--- src/hw/vsg_pkg.sv ---
// Shared constants and helpers for the video sync generator control block
package vsg_pkg;

	// ------------------------------------------------------------------
	// Widths and register map
	// ------------------------------------------------------------------
	localparam int DW       = 12;
	localparam int AW       = 5;
	localparam int CW       = 13;
	localparam int NUM_REGS = 5;
	localparam int SYNC_W   = 11;

	localparam logic [AW-1:0] ADDR_MODE     = 5'h00;
	localparam logic [AW-1:0] ADDR_FRONT    = 5'h01;
	localparam logic [AW-1:0] ADDR_SYNC_END = 5'h02;
	localparam logic [AW-1:0] ADDR_BLANK_W  = 5'h03;
	localparam logic [AW-1:0] ADDR_LINE_LEN = 5'h04;

	// ------------------------------------------------------------------
	// Mode and output control field positions
	// ------------------------------------------------------------------
	localparam int BIT_BLANK_SEL = 0;
	localparam int BIT_SYNC_SEL  = 1;
	localparam int BIT_SPARE_SEL = 2;
	localparam int BIT_MODE_LO   = 3;
	localparam int BIT_MODE_HI   = 4;
	localparam int BIT_POL_BLANK = 5;
	localparam int BIT_POL_SYNC  = 6;
	localparam int BIT_POL_LINE  = 7;
	localparam int BIT_POL_LSYNC = 8;
	localparam int BIT_EQ_OFF    = 9;
	localparam int BIT_CLK_ON    = 10;
	localparam int BIT_TEST      = 11;

	localparam logic [1:0] CODE_INTERLACED = 2'h0;
	localparam logic [1:0] CODE_NI_DOUBLE  = 2'h1;
	localparam logic [1:0] CODE_ILLEGAL    = 2'h2;

	typedef enum logic [1:0] {MD_INTERLACED, MD_NI_DOUBLE, MD_NI_SINGLE} mode_t;

	// ------------------------------------------------------------------
	// Reset values
	// ------------------------------------------------------------------
	localparam logic [DW-1:0] STATUS_RESET_BASE = 12'h000;
	localparam logic [DW-1:0] STATUS_RESET_CLK  = 12'h400;
	localparam logic [DW-1:0] FRONT_RESET       = 12'h010;
	localparam logic [DW-1:0] SYNC_END_RESET    = 12'h050;
	localparam logic [DW-1:0] BLANK_RESET       = 12'h0A0;
	localparam logic [DW-1:0] LINE_RESET        = 12'h320;
	localparam logic [CW-1:0] VCNT_RESET        = 13'h0001;
	localparam logic          OUT_RESET         = 1'b1;

	function automatic logic [NUM_REGS-1:0][DW-1:0] reset_regs(
		input logic clk_on);
		reset_regs = {LINE_RESET, BLANK_RESET, SYNC_END_RESET, FRONT_RESET,
			clk_on ? STATUS_RESET_CLK : STATUS_RESET_BASE};
	endfunction

	function automatic logic in_window(input logic [CW-1:0] cnt,
		input logic [CW-1:0] start, input logic [CW-1:0] stop);
		in_window = (cnt >= start) && (cnt < stop);
	endfunction

	function automatic logic apply_pol(input logic act, input logic pol);
		apply_pol = act ~^ pol;
	endfunction

endpackage

--- src/hw/vsg_load_port.sv ---
// Parallel load port: strobe synchroniser, address counter, shadow registers
`timescale 1ns/100ps
`default_nettype none
module vsg_load_port #(
	parameter bit CLOCK_ON_AT_CLEAR = 1'b0
) (
	// Clock and resets
	input  wire logic                     sys_clk,
	input  wire logic                     reset_n,
	input  wire logic                     async_init,
	// Load port pins
	input  wire logic [7:0]               data_in,
	input  wire logic                     addr_data_sel,
	input  wire logic                     byte_half_select,
	input  wire logic                     load_strobe,
	// Shadow register contents
	output logic [vsg_pkg::NUM_REGS-1:0][vsg_pkg::DW-1:0] shadow_regs
);

	typedef struct packed {
		logic [vsg_pkg::SYNC_W-1:0]                  sync1;
		logic [vsg_pkg::SYNC_W-1:0]                  sync2;
		logic                                        load_prev;
		logic                                        ad_q;
		logic                                        half_q;
		logic                                        auto_inc;
		logic [vsg_pkg::AW-1:0]                      addr;
		logic [vsg_pkg::NUM_REGS-1:0][vsg_pkg::DW-1:0] regs;
	} port_t;

	port_t st_r;
	port_t st_nxt;
	logic  fall;
	logic  rise;

	// ------------------------------------------------------------------
	// Next state
	// ------------------------------------------------------------------
	// The strobe and its qualifiers pass the same two stages, so they stay
	// aligned with one another whatever the strobe's phase to the clock.
	always_comb begin
		st_nxt = st_r;
		st_nxt.sync1 = {load_strobe, addr_data_sel, byte_half_select, data_in};
		st_nxt.sync2 = st_r.sync1;
		st_nxt.load_prev = st_r.sync2[10];
		fall = st_r.load_prev & ~st_r.sync2[10];
		rise = ~st_r.load_prev & st_r.sync2[10];
		if (fall) begin
			st_nxt.ad_q = st_r.sync2[9];
			st_nxt.half_q = st_r.sync2[8];
		end
		if (rise) begin
			if (!st_r.ad_q) begin
				st_nxt.addr = st_r.sync2[vsg_pkg::AW-1:0];
				st_nxt.auto_inc = st_r.half_q;
			end else begin
				if (st_r.addr < vsg_pkg::AW'(vsg_pkg::NUM_REGS)) begin
					if (st_r.half_q)
						st_nxt.regs[st_r.addr][11:8] = st_r.sync2[3:0];
					else
						st_nxt.regs[st_r.addr][7:0] = st_r.sync2[7:0];
				end
				if (st_r.auto_inc && st_r.half_q)
					st_nxt.addr = st_r.addr + 5'h01;
			end
		end
		if (!reset_n) begin
			st_nxt = '0;
			st_nxt.regs = vsg_pkg::reset_regs(CLOCK_ON_AT_CLEAR);
			// Strobe stages rest at the idle high level: no false edge
			st_nxt.sync1[10] = 1'b1;
			st_nxt.sync2[10] = 1'b1;
			st_nxt.load_prev = 1'b1;
		end
	end

	always_ff @(negedge sys_clk or posedge async_init) begin
		if (async_init) begin
			st_r <= '0;
			st_r.regs <= vsg_pkg::reset_regs(CLOCK_ON_AT_CLEAR);
			st_r.sync1[10] <= 1'b1;
			st_r.sync2[10] <= 1'b1;
			st_r.load_prev <= 1'b1;
		end else begin
			st_r <= st_nxt;
		end
	end

	assign shadow_regs = st_r.regs;
endmodule // vsg_load_port
`default_nettype wire

--- src/hw/vsg_eq_shaper.sv ---
// Equalization and serration pulse shaping within one line
`timescale 1ns/100ps
`default_nettype none
module vsg_eq_shaper (
	// Line position and timing
	input  wire logic [vsg_pkg::DW-1:0] hcnt,
	input  wire logic [vsg_pkg::DW-1:0] line_len,
	input  wire logic [vsg_pkg::DW-1:0] front,
	input  wire logic [vsg_pkg::DW-1:0] eq_end,
	input  wire logic [vsg_pkg::DW-1:0] serr_end,
	input  wire logic                   double_rate,
	// Shaped pulses
	output logic                        eq_active,
	output logic                        serr_active
);

	logic [vsg_pkg::DW-1:0] half;
	logic [vsg_pkg::DW-1:0] hpos;

	// Double rate folds the line in two, hence the even line length.
	always_comb begin
		half = line_len >> 1;
		hpos = (double_rate && hcnt > half) ? hcnt - half : hcnt;
		eq_active = vsg_pkg::in_window({1'b0, hpos}, {1'b0, front},
			{1'b0, eq_end});
		serr_active = vsg_pkg::in_window({1'b0, hpos}, {1'b0, front},
			{1'b0, serr_end});
	end

endmodule // vsg_eq_shaper
`default_nettype wire

--- src/hw/vsg_sync_gen.sv ---
// Video sync generator: load port, line and frame timing, output selection
// Operation
// - Load qualifier low means address byte, high means data byte.
// - Half qualifier low writes low eight bits, high writes upper nibble.
// - Address cycle with half qualifier high starts auto-load addressing.
// - Strobe rising edge writes the byte to address or data half.
// - Strobe independent of pixel clock; outputs change on falling edge.
// - Clear high asynchronously restores register defaults and counters.
// - Mode register resets to 000 hex, or 400 hex in clock variant.
// - Field parity high on odd field, always high when noninterlaced.
// - Equalization and serration appear only on composite frame sync.
// - Data registers are 12 bits; pulses use start and end counts.
// - Bit 0 picks separate or composite blank and line output content.
// - Bit 1 picks separate or composite sync and line-sync content.
// - Bit 2 swaps gates for cursor and frame interrupt.
// - Bits 4:3 choose interlaced, double or single serration; 10 illegal.
// - Double mode two pulses per line sync, single mode one.
// - Interlaced pulses occur in blanking of the first field only.
// - Bits 5 to 8 set output polarities, 1 active high.
// - Bit 9 set suppresses equalization and serration pulses.
// - Bit 10 runs the timing clock; clear stops timing generation.
// - Bit 11 enables counter test mode.
// - Registers 1 to 4: front porch, sync end, blank width, line length.
// - Line counter runs from 1 to the even line length.
// - Frame counter runs from 1 to the frame length in lines, or in half-lines when interlaced.
// - Composite sync and blank OR the active-high line and frame parts; in the equalization window composite sync uses the shaped pulses.
`timescale 1ns/100ps
`default_nettype none
module vsg_sync_gen #(
	parameter bit                     CLOCK_ON_AT_CLEAR = 1'b0,
	parameter logic [vsg_pkg::DW-1:0] FRAME_LINES       = 12'h20D,
	parameter logic [vsg_pkg::DW-1:0] V_FRONT           = 12'h007,
	parameter logic [vsg_pkg::DW-1:0] V_SYNC_END        = 12'h00D,
	parameter logic [vsg_pkg::DW-1:0] V_BLANK_W         = 12'h029,
	parameter logic [vsg_pkg::DW-1:0] EQ_END            = 12'h028,
	parameter logic [vsg_pkg::DW-1:0] SERR_END          = 12'h150,
	parameter logic [vsg_pkg::DW-1:0] EQ_V_START        = 12'h001,
	parameter logic [vsg_pkg::DW-1:0] EQ_V_END          = 12'h013,
	parameter logic [vsg_pkg::DW-1:0] HG_START          = 12'h0B0,
	parameter logic [vsg_pkg::DW-1:0] HG_END            = 12'h0C0,
	parameter logic [vsg_pkg::DW-1:0] VG_START          = 12'h040,
	parameter logic [vsg_pkg::DW-1:0] VG_END            = 12'h050,
	parameter logic [vsg_pkg::DW-1:0] VI_START          = 12'h002,
	parameter logic [vsg_pkg::DW-1:0] VI_END            = 12'h004
) (
	// Clock and resets
	input  wire logic       sys_clk,
	input  wire logic       reset_n,
	input  wire logic       async_init,
	// Load port
	input  wire logic [7:0] data_in,
	input  wire logic       addr_data_sel,
	input  wire logic       byte_half_select,
	input  wire logic       load_strobe,
	// Video outputs
	output logic            frame_blank_out,
	output logic            frame_sync_out,
	output logic            line_blank_or_gate_out,
	output logic            line_sync_or_gate_out,
	output logic            field_parity_out
);

	typedef struct packed {
		logic [vsg_pkg::NUM_REGS-1:0][vsg_pkg::DW-1:0] cfg;
		vsg_pkg::mode_t                              mode;
		logic [vsg_pkg::DW-1:0]                      hcnt;
		logic [vsg_pkg::CW-1:0]                      vcnt;
		logic                                        fb;
		logic                                        fs;
		logic                                        lb;
		logic                                        ls;
		logic                                        parity;
	} gen_t;

	gen_t                   st_r;
	gen_t                   st_nxt;
	logic [vsg_pkg::NUM_REGS-1:0][vsg_pkg::DW-1:0] shadow;
	logic [vsg_pkg::DW-1:0] mcr;
	logic [vsg_pkg::DW-1:0] line_len;
	logic [vsg_pkg::CW-1:0] hc;
	logic [vsg_pkg::CW-1:0] vlimit;
	logic                   run;
	logic                   interlaced;
	logic                   line_end;
	logic                   vstep;
	logic                   line_blanking;
	logic                   hsync;
	logic                   frame_blanking;
	logic                   vsync;
	logic                   eq_act;
	logic                   serr_act;
	logic                   eq_on;
	logic                   composite_syncing;
	logic                   composite_blanking;
	logic                   line_gating;
	logic                   frame_gating;
	logic                   cursor;
	logic                   frame_interrupt;

	// ------------------------------------------------------------------
	// Load port and pulse shaper
	// ------------------------------------------------------------------
	vsg_load_port #(
		.CLOCK_ON_AT_CLEAR (CLOCK_ON_AT_CLEAR)
	) u_port (
		.sys_clk          (sys_clk),
		.reset_n          (reset_n),
		.async_init       (async_init),
		.data_in          (data_in),
		.addr_data_sel    (addr_data_sel),
		.byte_half_select (byte_half_select),
		.load_strobe      (load_strobe),
		.shadow_regs      (shadow)
	);

	vsg_eq_shaper u_shaper (
		.hcnt        (st_r.hcnt),
		.line_len    (line_len),
		.front       (st_r.cfg[vsg_pkg::ADDR_FRONT]),
		.eq_end      (EQ_END),
		.serr_end    (SERR_END),
		.double_rate (st_r.mode != vsg_pkg::MD_NI_SINGLE),
		.eq_active   (eq_act),
		.serr_active (serr_act)
	);

	// ------------------------------------------------------------------
	// Timing signals from the current count
	// ------------------------------------------------------------------
	always_comb begin
		mcr = st_r.cfg[vsg_pkg::ADDR_MODE];
		line_len = st_r.cfg[vsg_pkg::ADDR_LINE_LEN];
		hc = {1'b0, st_r.hcnt};
		run = mcr[vsg_pkg::BIT_CLK_ON];
		interlaced = (st_r.mode == vsg_pkg::MD_INTERLACED);
		vlimit = interlaced ? {FRAME_LINES, 1'b0} : {1'b0, FRAME_LINES};
		line_blanking = vsg_pkg::in_window(hc, 13'h0001,
			{1'b0, st_r.cfg[vsg_pkg::ADDR_BLANK_W]});
		hsync = vsg_pkg::in_window(hc, {1'b0, st_r.cfg[vsg_pkg::ADDR_FRONT]},
			{1'b0, st_r.cfg[vsg_pkg::ADDR_SYNC_END]});
		frame_blanking = vsg_pkg::in_window(st_r.vcnt, 13'h0001, {1'b0, V_BLANK_W});
		vsync = vsg_pkg::in_window(st_r.vcnt, {1'b0, V_FRONT},
			{1'b0, V_SYNC_END});
		// Half-line counting in interlace puts the window in the first field only
		eq_on = !mcr[vsg_pkg::BIT_EQ_OFF] && vsg_pkg::in_window(st_r.vcnt,
			{1'b0, EQ_V_START}, {1'b0, EQ_V_END});
		composite_syncing = eq_on ? (vsync ? serr_act : eq_act) : (hsync | vsync);
		composite_blanking = line_blanking | frame_blanking;
		line_gating = vsg_pkg::in_window(hc, {1'b0, HG_START}, {1'b0, HG_END});
		frame_gating = vsg_pkg::in_window(st_r.vcnt, {1'b0, VG_START},
			{1'b0, VG_END});
		cursor = line_gating & frame_gating;
		frame_interrupt = vsg_pkg::in_window(st_r.vcnt, {1'b0, VI_START},
			{1'b0, VI_END});
	end

	// ------------------------------------------------------------------
	// Next state
	// ------------------------------------------------------------------
	always_comb begin
		st_nxt = st_r;
		line_end = 1'b0;
		vstep = 1'b0;
		// New values land only at a line boundary, never inside a line;
		// while the timing clock is stopped they land at once.
		if (!run || st_r.hcnt >= line_len)
			st_nxt.cfg = shadow;
		unique case (mcr[vsg_pkg::BIT_MODE_HI:vsg_pkg::BIT_MODE_LO])
			vsg_pkg::CODE_INTERLACED: st_nxt.mode = vsg_pkg::MD_INTERLACED;
			vsg_pkg::CODE_NI_DOUBLE: st_nxt.mode = vsg_pkg::MD_NI_DOUBLE;
			vsg_pkg::CODE_ILLEGAL: st_nxt.mode = st_r.mode;
			default: st_nxt.mode = vsg_pkg::MD_NI_SINGLE;
		endcase
		if (run) begin
			if (st_r.hcnt >= line_len) begin
				st_nxt.hcnt = 12'h001;
				line_end = 1'b1;
			end else begin
				st_nxt.hcnt = st_r.hcnt + 12'h001;
			end
			vstep = line_end || mcr[vsg_pkg::BIT_TEST] ||
				(interlaced && st_r.hcnt == (line_len >> 1));
			if (vstep)
				st_nxt.vcnt = (st_r.vcnt >= vlimit) ? 13'h0001 :
					st_r.vcnt + 13'h0001;
		end
		st_nxt.fb = vsg_pkg::apply_pol(mcr[vsg_pkg::BIT_BLANK_SEL] ?
			frame_blanking : composite_blanking, mcr[vsg_pkg::BIT_POL_BLANK]);
		st_nxt.fs = vsg_pkg::apply_pol(mcr[vsg_pkg::BIT_SYNC_SEL] ?
			vsync : composite_syncing, mcr[vsg_pkg::BIT_POL_SYNC]);
		st_nxt.lb = vsg_pkg::apply_pol(mcr[vsg_pkg::BIT_BLANK_SEL] ? line_blanking :
			(mcr[vsg_pkg::BIT_SPARE_SEL] ? cursor : line_gating),
			mcr[vsg_pkg::BIT_POL_LINE]);
		st_nxt.ls = vsg_pkg::apply_pol(mcr[vsg_pkg::BIT_SYNC_SEL] ? hsync :
			(mcr[vsg_pkg::BIT_SPARE_SEL] ? frame_interrupt : frame_gating),
			mcr[vsg_pkg::BIT_POL_LSYNC]);
		st_nxt.parity = !(interlaced && st_r.vcnt > {1'b0, FRAME_LINES});
		if (!reset_n) begin
			st_nxt = '0;
			st_nxt.cfg = vsg_pkg::reset_regs(CLOCK_ON_AT_CLEAR);
			st_nxt.vcnt = vsg_pkg::VCNT_RESET;
			st_nxt.fb = vsg_pkg::OUT_RESET;
			st_nxt.fs = vsg_pkg::OUT_RESET;
			st_nxt.lb = vsg_pkg::OUT_RESET;
			st_nxt.ls = vsg_pkg::OUT_RESET;
			st_nxt.parity = vsg_pkg::OUT_RESET;
		end
	end

	// ------------------------------------------------------------------
	// State register, on the falling edge of the pixel clock
	// ------------------------------------------------------------------
	always_ff @(negedge sys_clk or posedge async_init) begin
		if (async_init) begin
			st_r <= '0;
			st_r.cfg <= vsg_pkg::reset_regs(CLOCK_ON_AT_CLEAR);
			st_r.vcnt <= vsg_pkg::VCNT_RESET;
			st_r.fb <= vsg_pkg::OUT_RESET;
			st_r.fs <= vsg_pkg::OUT_RESET;
			st_r.lb <= vsg_pkg::OUT_RESET;
			st_r.ls <= vsg_pkg::OUT_RESET;
			st_r.parity <= vsg_pkg::OUT_RESET;
		end else begin
			st_r <= st_nxt;
		end
	end

	assign frame_blank_out = st_r.fb;
	assign frame_sync_out = st_r.fs;
	assign line_blank_or_gate_out = st_r.lb;
	assign line_sync_or_gate_out = st_r.ls;
	assign field_parity_out = st_r.parity;

	// Attempts begun on the release edge still see the reset state
	logic live;
	assign live = reset_n && !async_init;
endmodule // vsg_sync_gen
`default_nettype wire

--- config.mk ---
export PLATFORM = sky130hd
export DESIGN_NAME = vsg_sync_gen
export DESIGN_NICKNAME = d
export VERILOG_FILES = /design/src/hw/vsg_pkg.sv /design/src/hw/vsg_load_port.sv /design/src/hw/vsg_eq_shaper.sv /design/src/hw/vsg_sync_gen.sv
export SDC_FILE = /design/constraint.sdc
export NUM_CORES = 1
export LEC_CHECK = 0
export BUFFER_PORTS_ARGS = -buffer_cell sky130_fd_sc_hd__buf_2
export CAP_MARGIN = 20
export CORE_ASPECT_RATIO = 0.7
export CORE_UTILIZATION = 40
export CTS_BUF_LIST = sky130_fd_sc_hd__clkbuf_8
export DETAILED_ROUTE_END_ITERATION = 12
export PLACE_DENSITY_LB_ADDON = 0.08
export SETUP_SLACK_MARGIN = 0.2
export SYNTH_ARGS = -nofsm -noshare
export SYNTH_HDL_FRONTEND = slang
export SYNTH_HIERARCHICAL = 1
export SYNTH_SLANG_ARGS = --single-unit
--- constraint.sdc ---
create_clock -name sys_clk -period 4.8 [get_ports sys_clk]
set_clock_uncertainty 0.05 [all_clocks]
set_input_delay 0.48 -clock sys_clk [delete_from_list [all_inputs] [get_ports sys_clk]]
set_output_delay 0.48 -clock sys_clk [all_outputs]
set_load 0.01 [all_outputs]
---- Word level (Yosys, flattened, before mapping) ----
Cells that the tools add are included.
Widths: inputs -> output; s select.
word-level totals
  input port bits ......................... 14
  register bits ........................... 183
  output and inout bits ................... 5
cells by class
  add/sub/neg operators ................... 4
  eq/ne operators ......................... 14
  reduce and logical (&&, ||, !) cells .... 28
  bitwise gates (word level) .............. 11
  muxes and demuxes ....................... 34
  order comparisons ....................... 25
operator list
  operator               count
  $mux 60                4
  $bwmux 60              2
  $mux 92                1
  $mux 91                1
  $demux 12 s3           2
  $mux 66                1
  $ge 12x12->1           3
  $mux 12                3
  $mux 13                2
  $mux 25                1
  $lt 12x12->1           2
  $logic_and 1x1->1      16
  $ne 2x1->1 const B     7
  $add 13x1->13 const B  1
  $ge 13x1->1 const B    1
  $ge 13x11->1           1
  $ge 13x2->1 const B    1
  $ge 13x3->1 const B    1
  $ge 13x7->1 const B    1
  $gt 13x10->1 const B   1
  $lt 13x3->1 const B    1
  $lt 13x4->1 const B    1
  $lt 13x5->1 const B    1
  $lt 13x6->1 const B    1
  other kinds (33)       60

---- Longest topological paths before layout ----
  word-level depth ........................ 10
  gate-level depth with buffers ........... 22
  gate-level depth less buffers ........... 21

---- Hierarchy ----
The synthesis kept the hierarchy.
modules (own cells, without submodules)
  module         area an instance (µm²)  instances  sequential area each (µm²)  cells each
  vsg_sync_gen   6094.6                  1          2319.7                      698
  vsg_load_port  4186.5                  1          2290.9                      382
  vsg_eq_shaper  1587.8                  1          0.0                         213

==> impl_metrics.py <==
metrics = {
    "final_layout": {
        "drive_above_1_share_pct": 14.4,
        "fin_util_pct": 44.9,
        "nFillCells": 2902,
        "seq_area_um2": 4610,
        "stdcell_area_um2": 13000,
        "final_cell_mix": "nand2_1 (206), dfrtn_1 (158), inv_1 (138)",
        "fin_nets": 1439,
        "area_growth_syn_to_layout_pct": 9.67,
        "multi_input_area_um2": 6410,
        "final_common_cell": "nand2_1",
        "diodes": 0,
    },
    "drt": {
        "dr.pass1.iters": 6,
        "routedWlPerCell_um": 18.9,
        "ant_nets": 0,
        "wirelength_mm": 32.4,
        "drtIter0Drc": 821,
        "vias": 9044,
        "vias_per_cell": 5.29,
        "drc_errors": 0,
    },
    "sta": {
        "worst_pin_slew_ps": 854,
        "relSlewSlack_pct": 42.5,
        "finalCriticalPeriod_ps": 4430,
        "hold_viol_final": 0,
        "fmax_mhz": 226,
        "whs_ps": 347,
        "post-route-period-util_pct": 92.3,
        "rsz0062_at_grt": "true",
        "slew_viol_final": 0,
        "finalSetupViolCount": 0,
    },
    "min_path": {
        "whs_path_depth": 1,
        "worstHoldStart": "u_port/st_r[86]",
        "hold_class": "flop to flop",
        "min_to": "u_port/st_r[75]",
    },
    "power_and_ir_drop": {
        "ir_worst_vdd_v": 0.000152,
        "p_seq_share_pct": 53.2,
        "switching_share_pct": 28.9,
        "combinationalPowerShare_pct": 8.6,
        "p_switching_uw": 889,
        "p_int_mw": 2.18,
        "pwr-share-clk_pct": 38.2,
        "p_leak_nw": 6.27,
        "power_density_nw_per_um2": 236,
    },
    "critical_path": {
        "cp.arrival_ps": 7170,
        "criticalPathCategory": "flop to flop",
        "cp_data_required_time_ps": 7540,
        "cp-end-kind": "flop",
        "cp_max_fo": 7,
        "r2r_slack_ps": 370,
        "reg2reg_depth": 21,
        "timing.rr.start": "line_len[5]",
        "r2r_end": "frame_sync_out",
        "cp-start-kind": "flop",
    },
    "logic_synthesis": {
        "netlist_area_um2": 11900,
        "ys_types": 86,
        "synth_top_cells_by_area": "dfrtn_1 (33%), ha_1 (11%), nand2_1 (6.5%)",
        "synth_top_area_cell": "dfrtn_1",
        "ys_dominant_reg_cell": "dfrtn_1",
        "ys_warn_count": 6,
        "syn_inst": 1293,
        "syn_avg_cell_area_um2": 9.18,
        "yosysSeqAreaShare_pct": 38.8,
        "synth_edf_count": 0,
        "async_flop_share_pct": 100,
        "synth_top_area_share_pct": 33.3,
        "synth_seq_cells": 183,
    },
    "grt": {
        "first_global_vias": 8841,
        "grt_overflow": 0,
        "grt_max_degree": 93,
        "antenna_found_initial": 0,
        "grt_usage_pct": 22.2,
        "grt_first_pass_wirelength_mm": 51.4,
    },
    "place": {
        "io_buffer_count": 18,
        "gp_congestion": 0.840,
        "post_dp_cell_area_um2": 12300,
        "post-dp-hpwl_mm": 23.1,
    },
    "cts": {
        "cts-root-buf": "clkbuf_8",
        "htreeDepth": 4,
        "clk_pin_slew_ps": 60,
        "clkSinkCount": 183,
        "max-clock-path-buffers": 2,
        "clock_latency_ps": 490,
        "cts_tree": "built",
        "cts_buffers": 17,
        "hold_buffers": 0,
    },
    "floorplanning": {
        "rows": 52,
        "die_x_um": 208,
        "pin_count": 19,
        "design.core.area_um2": 29000,
        "start_util_pct": 40.9,
        "fp.dieH_um": 146,
        "dieArea_um2": 30400,
    },
    "status": {
        "status": "finished, final reports clean",
    },
    "run": {
        "max_cap_violations": 0,
    },
}
==> sequential cells by signal, summed over array words and instances, names as in the netlist <==
name	cells
u_port/st_r	31
line_blank_or_gate_out	1
st_r	51
line_sync_or_gate_out	1
hc	12
u_port/shadow_regs	60
line_len	12
field_parity_out	1
frame_blank_out	1
mcr	12
frame_sync_out	1
==> layout make-up <==
| cell class | count | share of cell area, % |
|---|---|---|
| Multi-Input combinational cell | 907 | 49.3 |
| Sequential cell | 183 | 35.4 |
| Timing Repair Buffer | 74 | 4.59 |
| Tap cell | 378 | 3.63 |
| Inverter | 112 | 3.29 |
| Clock inverter | 40 | 1.98 |
| Clock buffer | 17 | 1.80 |
==> per-layer routing <==
metal  vias to the layer above  part of all wire (%)  routed length, um  GRT usage, %
met3                        16                   5.6               1810          5.33
li1                       4446                     -                  -             -
met5                         -                     0                  0             0
met4                         0                  0.76                245          4.22
met2                       175                    40              13000          30.5
met1                      4407                    54              17300          34.8
==> repair_timing <==
action / in CTS / in global routing
resized for setup: 16 / 20
buffers inserted: 1 / 4
pin swaps: 2 / 10
setup endpoints to repair: 1 / 1
==> synth_stat cells (all sizes together), types with 4 or more instances <==
library cell and number:
nor2b 13, mux2i 50, o21ai 52, and3 10, o21a 8, mux2 8, nor3 16, nand2 209
a211oi 9, o211a 7, nand2b 14, o211ai 16, o31ai 8, inv 114, nand4 18, ha 104
clkbuf 33, a21oi 32, and2 30, nand3 42, a31oi 5, nor4 10, buf 78, nor2 40
a211o 4, xnor2 14, dfstp 25, dfrtn 158, a21boi 57, nor3b 5, a21o 25, or3 9
o2bb2ai 7
==> worst max path at each step <==
stage,endpoint,startpoint,slack (ps)
floorplan,st_r[5],reset_n,340
global placement,frame_sync_out,line_len[1],130
detailed placement,frame_sync_out,line_len[8],-70
CTS,frame_sync_out,line_len[8],210
global route,frame_sync_out,line_len[5],130
finish,frame_sync_out,line_len[5],370
==> critical path, cell delays in order, from the launching register on <==
cell and delay, ps:
dfstp_2 540, inv_1 70, ha_4 270, and4_4 220, a21boi_4 250, nor4_4 70
or2_4 280, buf_4 160, o21a_1 200, ha_1 270, nand2b_1 140, a21o_1 180
a211oi_4 270, o31ai_4 100, o221ai_2 180, a211oi_2 70, buf_4 140, nor4_2 130
nand4_1 130, a21boi_2 220, nor4b_2 80, nor4_2 300
==> through the flow <==
stage                     setup slack [ps]  setup TNS [ps]  total power, mW  instances
after CTS                              210               0             3.10       1706
after global routing                   127               0             3.23       1711
after floorplan                        343               0             1.86       1315
after global placement                 126               0             1.95       1650
after detailed placement             -66.4           -66.4             1.95       1650
final                                  369               0             3.07       1711
==> power groups by stage <==
stage / sequential, mW / combinational (mW) / clock [mW]
3_5_place_dp: 1.66 / 0.257 / 0.0345
2_1_floorplan: 1.62 / 0.202 / 0.0345
4_1_cts: 1.63 / 0.260 / 1.21
6_report: 1.63 / 0.265 / 1.17
5_1_grt: 1.64 / 0.302 / 1.29
3_3_place_gp: 1.66 / 0.258 / 0.0345
==> cell families after synthesis <==
kind of cell    synth area share (%)
compound gates                  15.9
other cells                   0.0633
flops                           38.8
buf+inv                         9.35
fa+ha+maj                       11.1
simple gates                    18.5
mux                             4.98
xor+xnor                        1.25
Note: power is estimated with default switching activity, not from simulation.
